$ cat config.mk
export PLATFORM = sky130hd
export DESIGN_NAME = tcs_top
export DESIGN_NICKNAME = d
export VERILOG_FILES = /design/src/tcs_counter.v /design/src/tcs_top.v
export VERILOG_INCLUDE_DIRS = /design/src
export SDC_FILE = /design/constraint.sdc
export NUM_CORES = 1
export LEC_CHECK = 0
export ABC_AREA = 1
export ABC_CLOCK_PERIOD_IN_PS = 2900
export BUFFER_PORTS_ARGS = -buffer_cell sky130_fd_sc_hd__buf_2
export CAP_MARGIN = 25
export CELL_PAD_IN_SITES_DETAIL_PLACEMENT = 0
export CELL_PAD_IN_SITES_GLOBAL_PLACEMENT = 1
export CORE_ASPECT_RATIO = 1.1
export CORE_MARGIN = 2
export CORE_UTILIZATION = 40
export CTS_CLUSTER_SIZE = 25
export DETAILED_ROUTE_END_ITERATION = 16
export HOLD_SLACK_MARGIN = 0.12
export PLACE_DENSITY = 0.79
export SYNTH_ARGS = -nofsm -noshare
export SYNTH_HDL_FRONTEND = slang
export SYNTH_HIERARCHICAL = 1
export SYNTH_SLANG_ARGS = --single-unit
$ cat constraint.sdc
create_clock -name i_ref_clk -period 2.9 [get_ports i_ref_clk]
set_clock_uncertainty 0.05 [all_clocks]
set_input_delay 0.29 -clock i_ref_clk [delete_from_list [all_inputs] [get_ports i_ref_clk]]
set_output_delay 0.29 -clock i_ref_clk [all_outputs]
set_load 0.02 [all_outputs]
$ cat src/tcsync_defs.vh
`ifndef TCSYNC_DEFS_VH
`define TCSYNC_DEFS_VH

// Channel count and widths
`define TCS_NCH 6
`define TCS_CNT_W 16
`define TCS_AW 8

// Register byte offsets
`define TCS_RUN_OFS 8'h00
`define TCS_LOCK_OFS 8'h04
`define TCS_CNT_BASE 8'h10
`define TCS_PIO_BASE 8'h30
`define TCS_CCR_BASE 8'h50
`define TCS_CMP_BASE 8'h70

// Reset values
`define TCS_RUN_RST 6'h00
`define TCS_LOCK_RST 6'h00
`define TCS_CNT_RST 16'h0000
`define TCS_PIO_RST 4'h0
`define TCS_CCR_RST 3'h0
`define TCS_CMP_RST 16'hFFFF

// Field positions of the run and lockstep registers
`define TCS_CH_MSB 5
`define TCS_RSV_MSB 7
`define TCS_RSV_LSB 6

// Pin I/O control fields
`define TCS_PIO_INIT 0
`define TCS_PIO_ACT_MSB 2
`define TCS_PIO_ACT_LSB 1
`define TCS_PIO_OE 3

// Compare output actions
`define TCS_ACT_NONE 2'h0
`define TCS_ACT_LOW 2'h1
`define TCS_ACT_HIGH 2'h2
`define TCS_ACT_TGL 2'h3

// Clear source field codes
`define TCS_CLR_NONE 3'h0
`define TCS_CLR_CMP 3'h1
`define TCS_CLR_SYNC 3'h3

`endif

$ cat src/tcs_counter.v
`timescale 1ns/1ps
`include "tcsync_defs.vh"

module tcs_counter
(
    input wire i_ref_clk,
    input wire i_rst_b,
    input wire i_run,
    input wire i_tick,
    input wire i_load,
    input wire [15:0] i_load_val,
    input wire i_sync_clear,
    input wire [15:0] i_cmp,
    input wire [2:0] i_clr_src,
    input wire [1:0] i_act,
    input wire i_pio_wr,
    input wire i_pio_init,
    output reg [15:0] o_count,
    output wire o_match,
    output reg o_pin
);

    wire cmp_clear;

    // Matches only happen on a counting tick, so a halted channel's pin changes only on a pin I/O write
    assign o_match = i_run && i_tick && (o_count == i_cmp);
    assign cmp_clear = o_match && (i_clr_src == `TCS_CLR_CMP);

    // Preset beats clear, clear beats counting
    always @(posedge i_ref_clk or negedge i_rst_b)
    begin
        if (!i_rst_b)
            o_count <= `TCS_CNT_RST;
        else if (i_load)
            o_count <= i_load_val;
        else if (i_sync_clear || cmp_clear)
            o_count <= `TCS_CNT_RST;
        else if (i_run && i_tick)
            o_count <= o_count + 16'h0001;
    end

    always @(posedge i_ref_clk or negedge i_rst_b)
    begin
        if (!i_rst_b)
            o_pin <= 1'h0;
        else if (i_pio_wr && !i_run)
            o_pin <= i_pio_init;
        else if (o_match)
        begin
            case (i_act)
                `TCS_ACT_LOW: o_pin <= 1'h0;
                `TCS_ACT_HIGH: o_pin <= 1'h1;
                `TCS_ACT_TGL: o_pin <= ~o_pin;
                default: o_pin <= o_pin;
            endcase
        end
    end

endmodule

$ cat src/tcs_top.v
// Design decisions made here: the register addresses and register access over APB.
`timescale 1ns/1ps
`include "tcsync_defs.vh"

module tcs_top
(
    input wire i_ref_clk,
    input wire i_rst_b,
    input wire i_psel,
    input wire i_penable,
    input wire i_pwrite,
    input wire [7:0] i_paddr,
    input wire [31:0] i_pwdata,
    input wire [3:0] i_pstrb,
    output reg [31:0] o_prdata,
    output wire o_pready,
    output wire o_pslverr,
    input wire [5:0] i_count_tick,
    output wire [5:0] o_channel_run_bit,
    output wire [5:0] o_lockstep,
    output wire [5:0] o_compare_match,
    output wire [5:0] o_timer_io_pin,
    output wire [5:0] o_timer_io_pin_oe
);

    // Returns {hit, index} for a six-word per-channel block at base
    function [3:0] chan_decode;
        input [7:0] addr;
        input [7:0] base;
        reg [7:0] diff;
        begin
            diff = addr - base;
            if ((addr >= base) && (diff[1:0] == 2'h0) && (diff[7:2] < 6'h6))
                chan_decode = {1'b1, diff[4:2]};
            else
                chan_decode = 4'h0;
        end
    endfunction

    reg [5:0] channel_run_control;
    reg [5:0] channel_lockstep_select;
    reg [3:0] pin_io_control [0:5];
    reg [2:0] channel_control_register [0:5];
    reg [15:0] compare_value [0:5];
    wire [15:0] channel_counter [0:5];
    wire [5:0] match;
    wire [5:0] pin;
    wire [5:0] load;
    wire [5:0] sync_clear;
    wire [5:0] pio_wr;

    wire [3:0] cnt_dec;
    wire [3:0] pio_dec;
    wire [3:0] ccr_dec;
    wire [3:0] cmp_dec;
    wire hit_run;
    wire hit_lock;
    wire hit_any;
    wire cnt_bad_strobe;
    wire access;
    wire setup;
    wire wr_ok;
    wire cnt_wr;
    wire sync_clear_event;
    wire [15:0] preset_val;
    wire [2:0] cnt_idx;

    assign cnt_dec = chan_decode(i_paddr, `TCS_CNT_BASE);
    assign pio_dec = chan_decode(i_paddr, `TCS_PIO_BASE);
    assign ccr_dec = chan_decode(i_paddr, `TCS_CCR_BASE);
    assign cmp_dec = chan_decode(i_paddr, `TCS_CMP_BASE);
    assign hit_run = (i_paddr == `TCS_RUN_OFS);
    assign hit_lock = (i_paddr == `TCS_LOCK_OFS);
    assign hit_any = hit_run || hit_lock || cnt_dec[3] || pio_dec[3] || ccr_dec[3] || cmp_dec[3];

    // Byte writes to a counter would tear the 16-bit value, so they are refused
    assign cnt_bad_strobe = cnt_dec[3] && i_pwrite && (i_pstrb[1:0] != 2'h3);

    // Zero-wait slave: the access phase always completes in one cycle
    assign setup = i_psel && !i_penable;
    assign access = i_psel && i_penable;
    assign o_pready = access;
    assign o_pslverr = access && (!hit_any || cnt_bad_strobe);
    assign wr_ok = access && i_pwrite && hit_any && !cnt_bad_strobe;
    assign cnt_wr = wr_ok && cnt_dec[3];
    assign cnt_idx = cnt_dec[2:0];
    assign preset_val = i_pwdata[15:0];

    // Run and lockstep registers; reserved bits are not stored
    always @(posedge i_ref_clk or negedge i_rst_b)
    begin
        if (!i_rst_b)
        begin
            channel_run_control <= `TCS_RUN_RST;
            channel_lockstep_select <= `TCS_LOCK_RST;
        end
        else if (wr_ok)
        begin
            if (hit_run && i_pstrb[0])
                channel_run_control <= i_pwdata[`TCS_CH_MSB:0];
            if (hit_lock && i_pstrb[0])
                channel_lockstep_select <= i_pwdata[`TCS_CH_MSB:0];
        end
    end

    genvar ch;
    generate
        for (ch = 0; ch < `TCS_NCH; ch = ch + 1)
        begin : g_chan
            always @(posedge i_ref_clk or negedge i_rst_b)
            begin
                if (!i_rst_b)
                begin
                    pin_io_control[ch] <= `TCS_PIO_RST;
                    channel_control_register[ch] <= `TCS_CCR_RST;
                    compare_value[ch] <= `TCS_CMP_RST;
                end
                else
                begin
                    if (pio_wr[ch])
                        pin_io_control[ch] <= i_pwdata[3:0];
                    if (wr_ok && ccr_dec[3] && (ccr_dec[2:0] == ch) && i_pstrb[0])
                        channel_control_register[ch] <= i_pwdata[2:0];
                    if (wr_ok && cmp_dec[3] && (cmp_dec[2:0] == ch) && (i_pstrb[1:0] == 2'h3))
                        compare_value[ch] <= i_pwdata[15:0];
                end
            end

            assign pio_wr[ch] = wr_ok && pio_dec[3] && (pio_dec[2:0] == ch) && i_pstrb[0];

            // A write to any synchronised counter presets every synchronised counter
            assign load[ch] = cnt_wr && ((cnt_idx == ch) ||
                (channel_lockstep_select[cnt_idx] && channel_lockstep_select[ch]));

            // Only channels asking for sync clearing follow another channel's clear
            assign sync_clear[ch] = sync_clear_event && channel_lockstep_select[ch] &&
                (channel_control_register[ch] == `TCS_CLR_SYNC);

            tcs_counter u_counter
            (
                .i_ref_clk(i_ref_clk),
                .i_rst_b(i_rst_b),
                .i_run(channel_run_control[ch]),
                .i_tick(i_count_tick[ch]),
                .i_load(load[ch]),
                .i_load_val(preset_val),
                .i_sync_clear(sync_clear[ch]),
                .i_cmp(compare_value[ch]),
                .i_clr_src(channel_control_register[ch]),
                .i_act(pin_io_control[ch][`TCS_PIO_ACT_MSB:`TCS_PIO_ACT_LSB]),
                .i_pio_wr(pio_wr[ch]),
                .i_pio_init(i_pwdata[`TCS_PIO_INIT]),
                .o_count(channel_counter[ch]),
                .o_match(match[ch]),
                .o_pin(pin[ch])
            );

            assign o_timer_io_pin_oe[ch] = pin_io_control[ch][`TCS_PIO_OE];
        end
    endgenerate

    // Clear source: a synchronised channel clearing on its own compare match
    function [5:0] cmp_clear_mask;
        input [5:0] m;
        input [5:0] sel;
        input [17:0] src;
        integer k;
        begin
            cmp_clear_mask = 6'h00;
            for (k = 0; k < 6; k = k + 1)
                cmp_clear_mask[k] = m[k] && sel[k] && (src[3*k +: 3] == `TCS_CLR_CMP);
        end
    endfunction

    // A lone lockstep bit has no partner, so its clear reaches nothing else
    assign sync_clear_event = |cmp_clear_mask(match, channel_lockstep_select,
        {channel_control_register[5], channel_control_register[4], channel_control_register[3],
         channel_control_register[2], channel_control_register[1], channel_control_register[0]});

    // Read data captured in the setup phase so the output comes from a flop
    always @(posedge i_ref_clk or negedge i_rst_b)
    begin
        if (!i_rst_b)
            o_prdata <= 32'h00000000;
        else if (setup && !i_pwrite)
        begin
            if (hit_run)
                o_prdata <= {26'h0, channel_run_control};
            else if (hit_lock)
                o_prdata <= {26'h0, channel_lockstep_select};
            else if (cnt_dec[3])
                o_prdata <= {16'h0000, channel_counter[cnt_dec[2:0]]};
            else if (pio_dec[3])
                o_prdata <= {28'h0000000, pin_io_control[pio_dec[2:0]]};
            else if (ccr_dec[3])
                o_prdata <= {29'h0, channel_control_register[ccr_dec[2:0]]};
            else if (cmp_dec[3])
                o_prdata <= {16'h0000, compare_value[cmp_dec[2:0]]};
            else
                o_prdata <= 32'h00000000;
        end
    end

    assign o_channel_run_bit = channel_run_control;
    assign o_lockstep = channel_lockstep_select;
    assign o_compare_match = match;
    assign o_timer_io_pin = pin;

endmodule

==> reports/results.ini <==
[global_route]
use_met2_pct = 60.2
use_met1_pct = 45.7
grtUsageTotal_pct = 36.4
overflow = 0
grt_pass1_wl_um = 141000
antenna_found_initial = 3
grt_most_used_layer = met2
grt_max_degree = 80
grt_pass1_vias = 22500
use_met3_pct = 5.12

[critical_path]
worstPathCellList = inv_1, nand2_1, nand2_1, nor2_1, nand2_1, nor2_4, and3_4, nand3b_1, o21ai_2, nor4_4, buf_4, nor3_4, or3_4, buf_6, buf_12, a21oi_4, a21oi_2
critPathMostFrequentCell = nand2_1
cp-end-kind = flop
worst-path-buf-inv = 4
cpPeakStageDelay_ns = 0.59
critPathKind = flop to flop
path_max_fanout = 5
crit_required_ns = 3.32
critPathTopFamily = simple AND/OR/NAND/NOR gates
critical_path_arrival_ns = 3.38
crit_slowest_cell = dfstp_2
setup.worst_path.start_class = flop

[placement]
dp_hpwl_um = 71700
dpl-instance-area_um2 = 25800
io_buffers = 84
gp_congestion = 0.967

[route]
drc = 0
wl_um = 95600
drt-wirelength-per-cell_um = 21.7
drtAntennaViolNets = 0
vias = 23400
drt_iter0_drc = 2143
viasPerCell = 5.30
firstDrtPassIters = 7

[clock_network]
clock_latency_ns = 0.56
cts_buffers = 35
cts.sink_count = 268
clkTransAtPathRegs_ns = 0.06
cts_tree = done
clock_path_buffers = 3
h-tree-depth = 2
cts_root_buf = clkbuf_16

[timing]
slew_headroom_pct = 39.0
period_share_pct = 102
worstMarginPinSlew_ns = 0.915
finalWorstSetupSlack_ns = -0.0640
slew_viol_final = 0
hold_viol = 0
rsz0062_at_grt = yes
finalSetupViolations = 31
fin_crit_ns = 2.96
tns_ns = -1.03
max_freq_mhz = 337

[power_and_ir_drop]
pwr_density_cell_nw_per_um2 = 343
peakVddDrop_mv = 0.364
seq_power_share_pct = 39.8
pwr-share-clk_pct = 49.2
internal_power_mw = 7.00
switching_share_pct = 27.4
p_switching_mw = 2.64
p_comb_share_pct = 11.0
p_leak_nw = 14.3

[layout]
syn_to_final_growth_pct = 38.7
drive_gt1_share_pct = 36.2
fin_area_um2 = 28100
finalNetCount = 3787
final.fill_count = 4932

[yosys]
ys_ff_latch = 268
avgSynthCellArea_um2 = 6.53
synth_cell_type_count = 50
synth_top_area_share_pct = 21.2
synth_cells = 3103
synth-edff-count = 0
syn_area_um2 = 20300
synth_common_cells = nand2_1, inv_1, nor2_1
synth.top_cells.by_area = dfrtp_1, nand2_1, dfstp_2
ys.warnings.count = 6
synthFlopType = dfrtp_1
seq_area_frac_synth_pct = 33.7
synthMostInstantiatedCell = nand2_1
async_reset_ff_share_pct = 100
yosysTopAreaCell = dfrtp_1

[die]
core_area_um2 = 50000
die_h_um = 240
start_util_pct = 40.5
rows = 86
die_width_um = 219
num_io_pins = 119
dieArea_um2 = 52500

[job]
drv_cap = 0

[outcome]
status = complete, but fails checks
violations = setup timing

[min_path]
min_path_type = input pin to flop

==> path summary, 6_finish.rpt <==
path | cells past startpoint | slack (ns) | end | startpoint
setup / recovery | 17 | -0.06 | g_chan[1].u_counter/o_count[12] | compare_value[40]
hold / removal | 3 | 0.15 | compare_value[11] | i_pwdata[11]
setup reg to reg | 17 | -0.06 | g_chan[1].u_counter/o_count[12] | compare_value[40]
hold reg to reg | 2 | 0.43 | o_prdata[11] | o_prdata[11]
max in group asynchronous | 3 | 1.51 | g_chan[3].u_counter/o_count[13] | i_rst_b
min in group asynchronous | 2 | 0.26 | g_chan[1].u_counter/o_count[9] | i_rst_b
==> state kept, by name, summed over array words and instances, names as in the netlist <==
name / cells
compare_value: 96
g_chan.u_counter/o_pin: 6
channel_control_register: 18
o_lockstep: 6
pin_io_control: 18
o_timer_io_pin_oe: 6
o_prdata: 16
g_chan.u_counter/o_count: 96
o_channel_run_bit: 6
==> per-layer routing <==
metal | up-vias | part of all wire, %
met5 | - | 0
met4 | 0 | 6.8
met3 | 247 | 7.1
met2 | 987 | 46
met1 | 11100 | 40
li1 | 11000 | -
==> area by class of cell <==
cell class | instances | area (um^2) | area share (%)
clock buffers | 49 | 1040 | 3.70
diodes | 1 | 2.50 | 0.00890
multi-input cells | 2271 | 12000 | 42.7
repair buffers | 692 | 5500 | 19.6
clock inverters | 14 | 178 | 0.632
inverters | 454 | 1720 | 6.12
well taps | 660 | 826 | 2.94
flip-flops and latches | 268 | 6840 | 24.3
==> cell families (layout without fill, tap and decap cells) <==
family	count (synthesis)	in the layout	synth area share (%)
AND/OR/NAND/NOR	1747	1747	38.9
AO/OA/AOI/OAI	456	456	13.0
XOR/XNOR	42	42	1.82
flip-flops	268	268	33.7
adder cells (fa/ha/maj)	10	10	0.618
buffers and inverters	579	1209	12.0
other	1	17	0.0185
==> cells in the final DEF (no fill, tap or decap), drive strengths merged, types with 2 or more instances in the layout <==
cell	synthesis	routed
o21ai	216	216
a221oi	8	8
dfstp	96	96
nand2	1052	1052
xor2	36	36
clkinv	9	16
o2111ai	6	6
nand3	244	244
nor4	3	3
and3	7	7
or2	21	21
nor2	294	294
ha	10	10
a21oi	203	203
dfrtp	172	172
conb	1	16
nor3	52	52
a22o	9	9
dlygate4sd3	0	3
nand4	52	52
nand3b	7	7
xnor2	6	6
o22ai	3	3
nor3b	7	7
a31oi	3	3
clkinvlp	0	2
clkbuf	42	50
o221ai	3	3
bufinv	0	4
inv	445	446
a21boi	2	2
buf	83	688
or3	7	7
==> power by group through the flow <==
stage	Combinational (mW)	Sequential [mW]	Clock (mW)
floorplan	0.425	3.91	0
global placement	1.02	3.89	0
detailed placement	1.02	3.90	0
CTS	1.04	3.83	4.81
global route	1.12	3.84	4.93
finish	1.06	3.83	4.74
==> through the flow <==
stage	utilization [%]	power (mW)	setup WS, ns	hold WS, ns	std cells
after floorplan	-	4.34	-0.111	-0.0556	3118
after global placement	51.5	4.91	-0.492	0.273	4312
after detailed placement	51.5	4.92	-0.514	0.277	4312
after CTS	55.4	9.68	-0.0485	0.120	4400
after global routing	56.2	9.89	-0.169	0.145	4408
final	56.2	9.63	-0.0640	0.149	4409
==> worst reg2reg max path: cells and delay by family, from the launching register on <==
kind	cells	cell delay [ns]
AO/OA/AOI/OAI	3	0.33
buffers and inverters	4	0.46
flip-flops	1	0.59
AND/OR/NAND/NOR	10	1.47
==> timing repair <==
| item | CTS | global route |
|---|---|---|
| buffers inserted | 18 | 9 |
| endpoints found under the setup margin | 96 | 96 |
| hold buffers | 3 | 0 |
| hold endpoints to repair | 61 | 0 |
| cloned | 8 | 2 |
| pin swaps | 27 | 33 |
| resized for setup | 114 | 94 |
No activity file was read; power rests on OpenSTA's default activity.
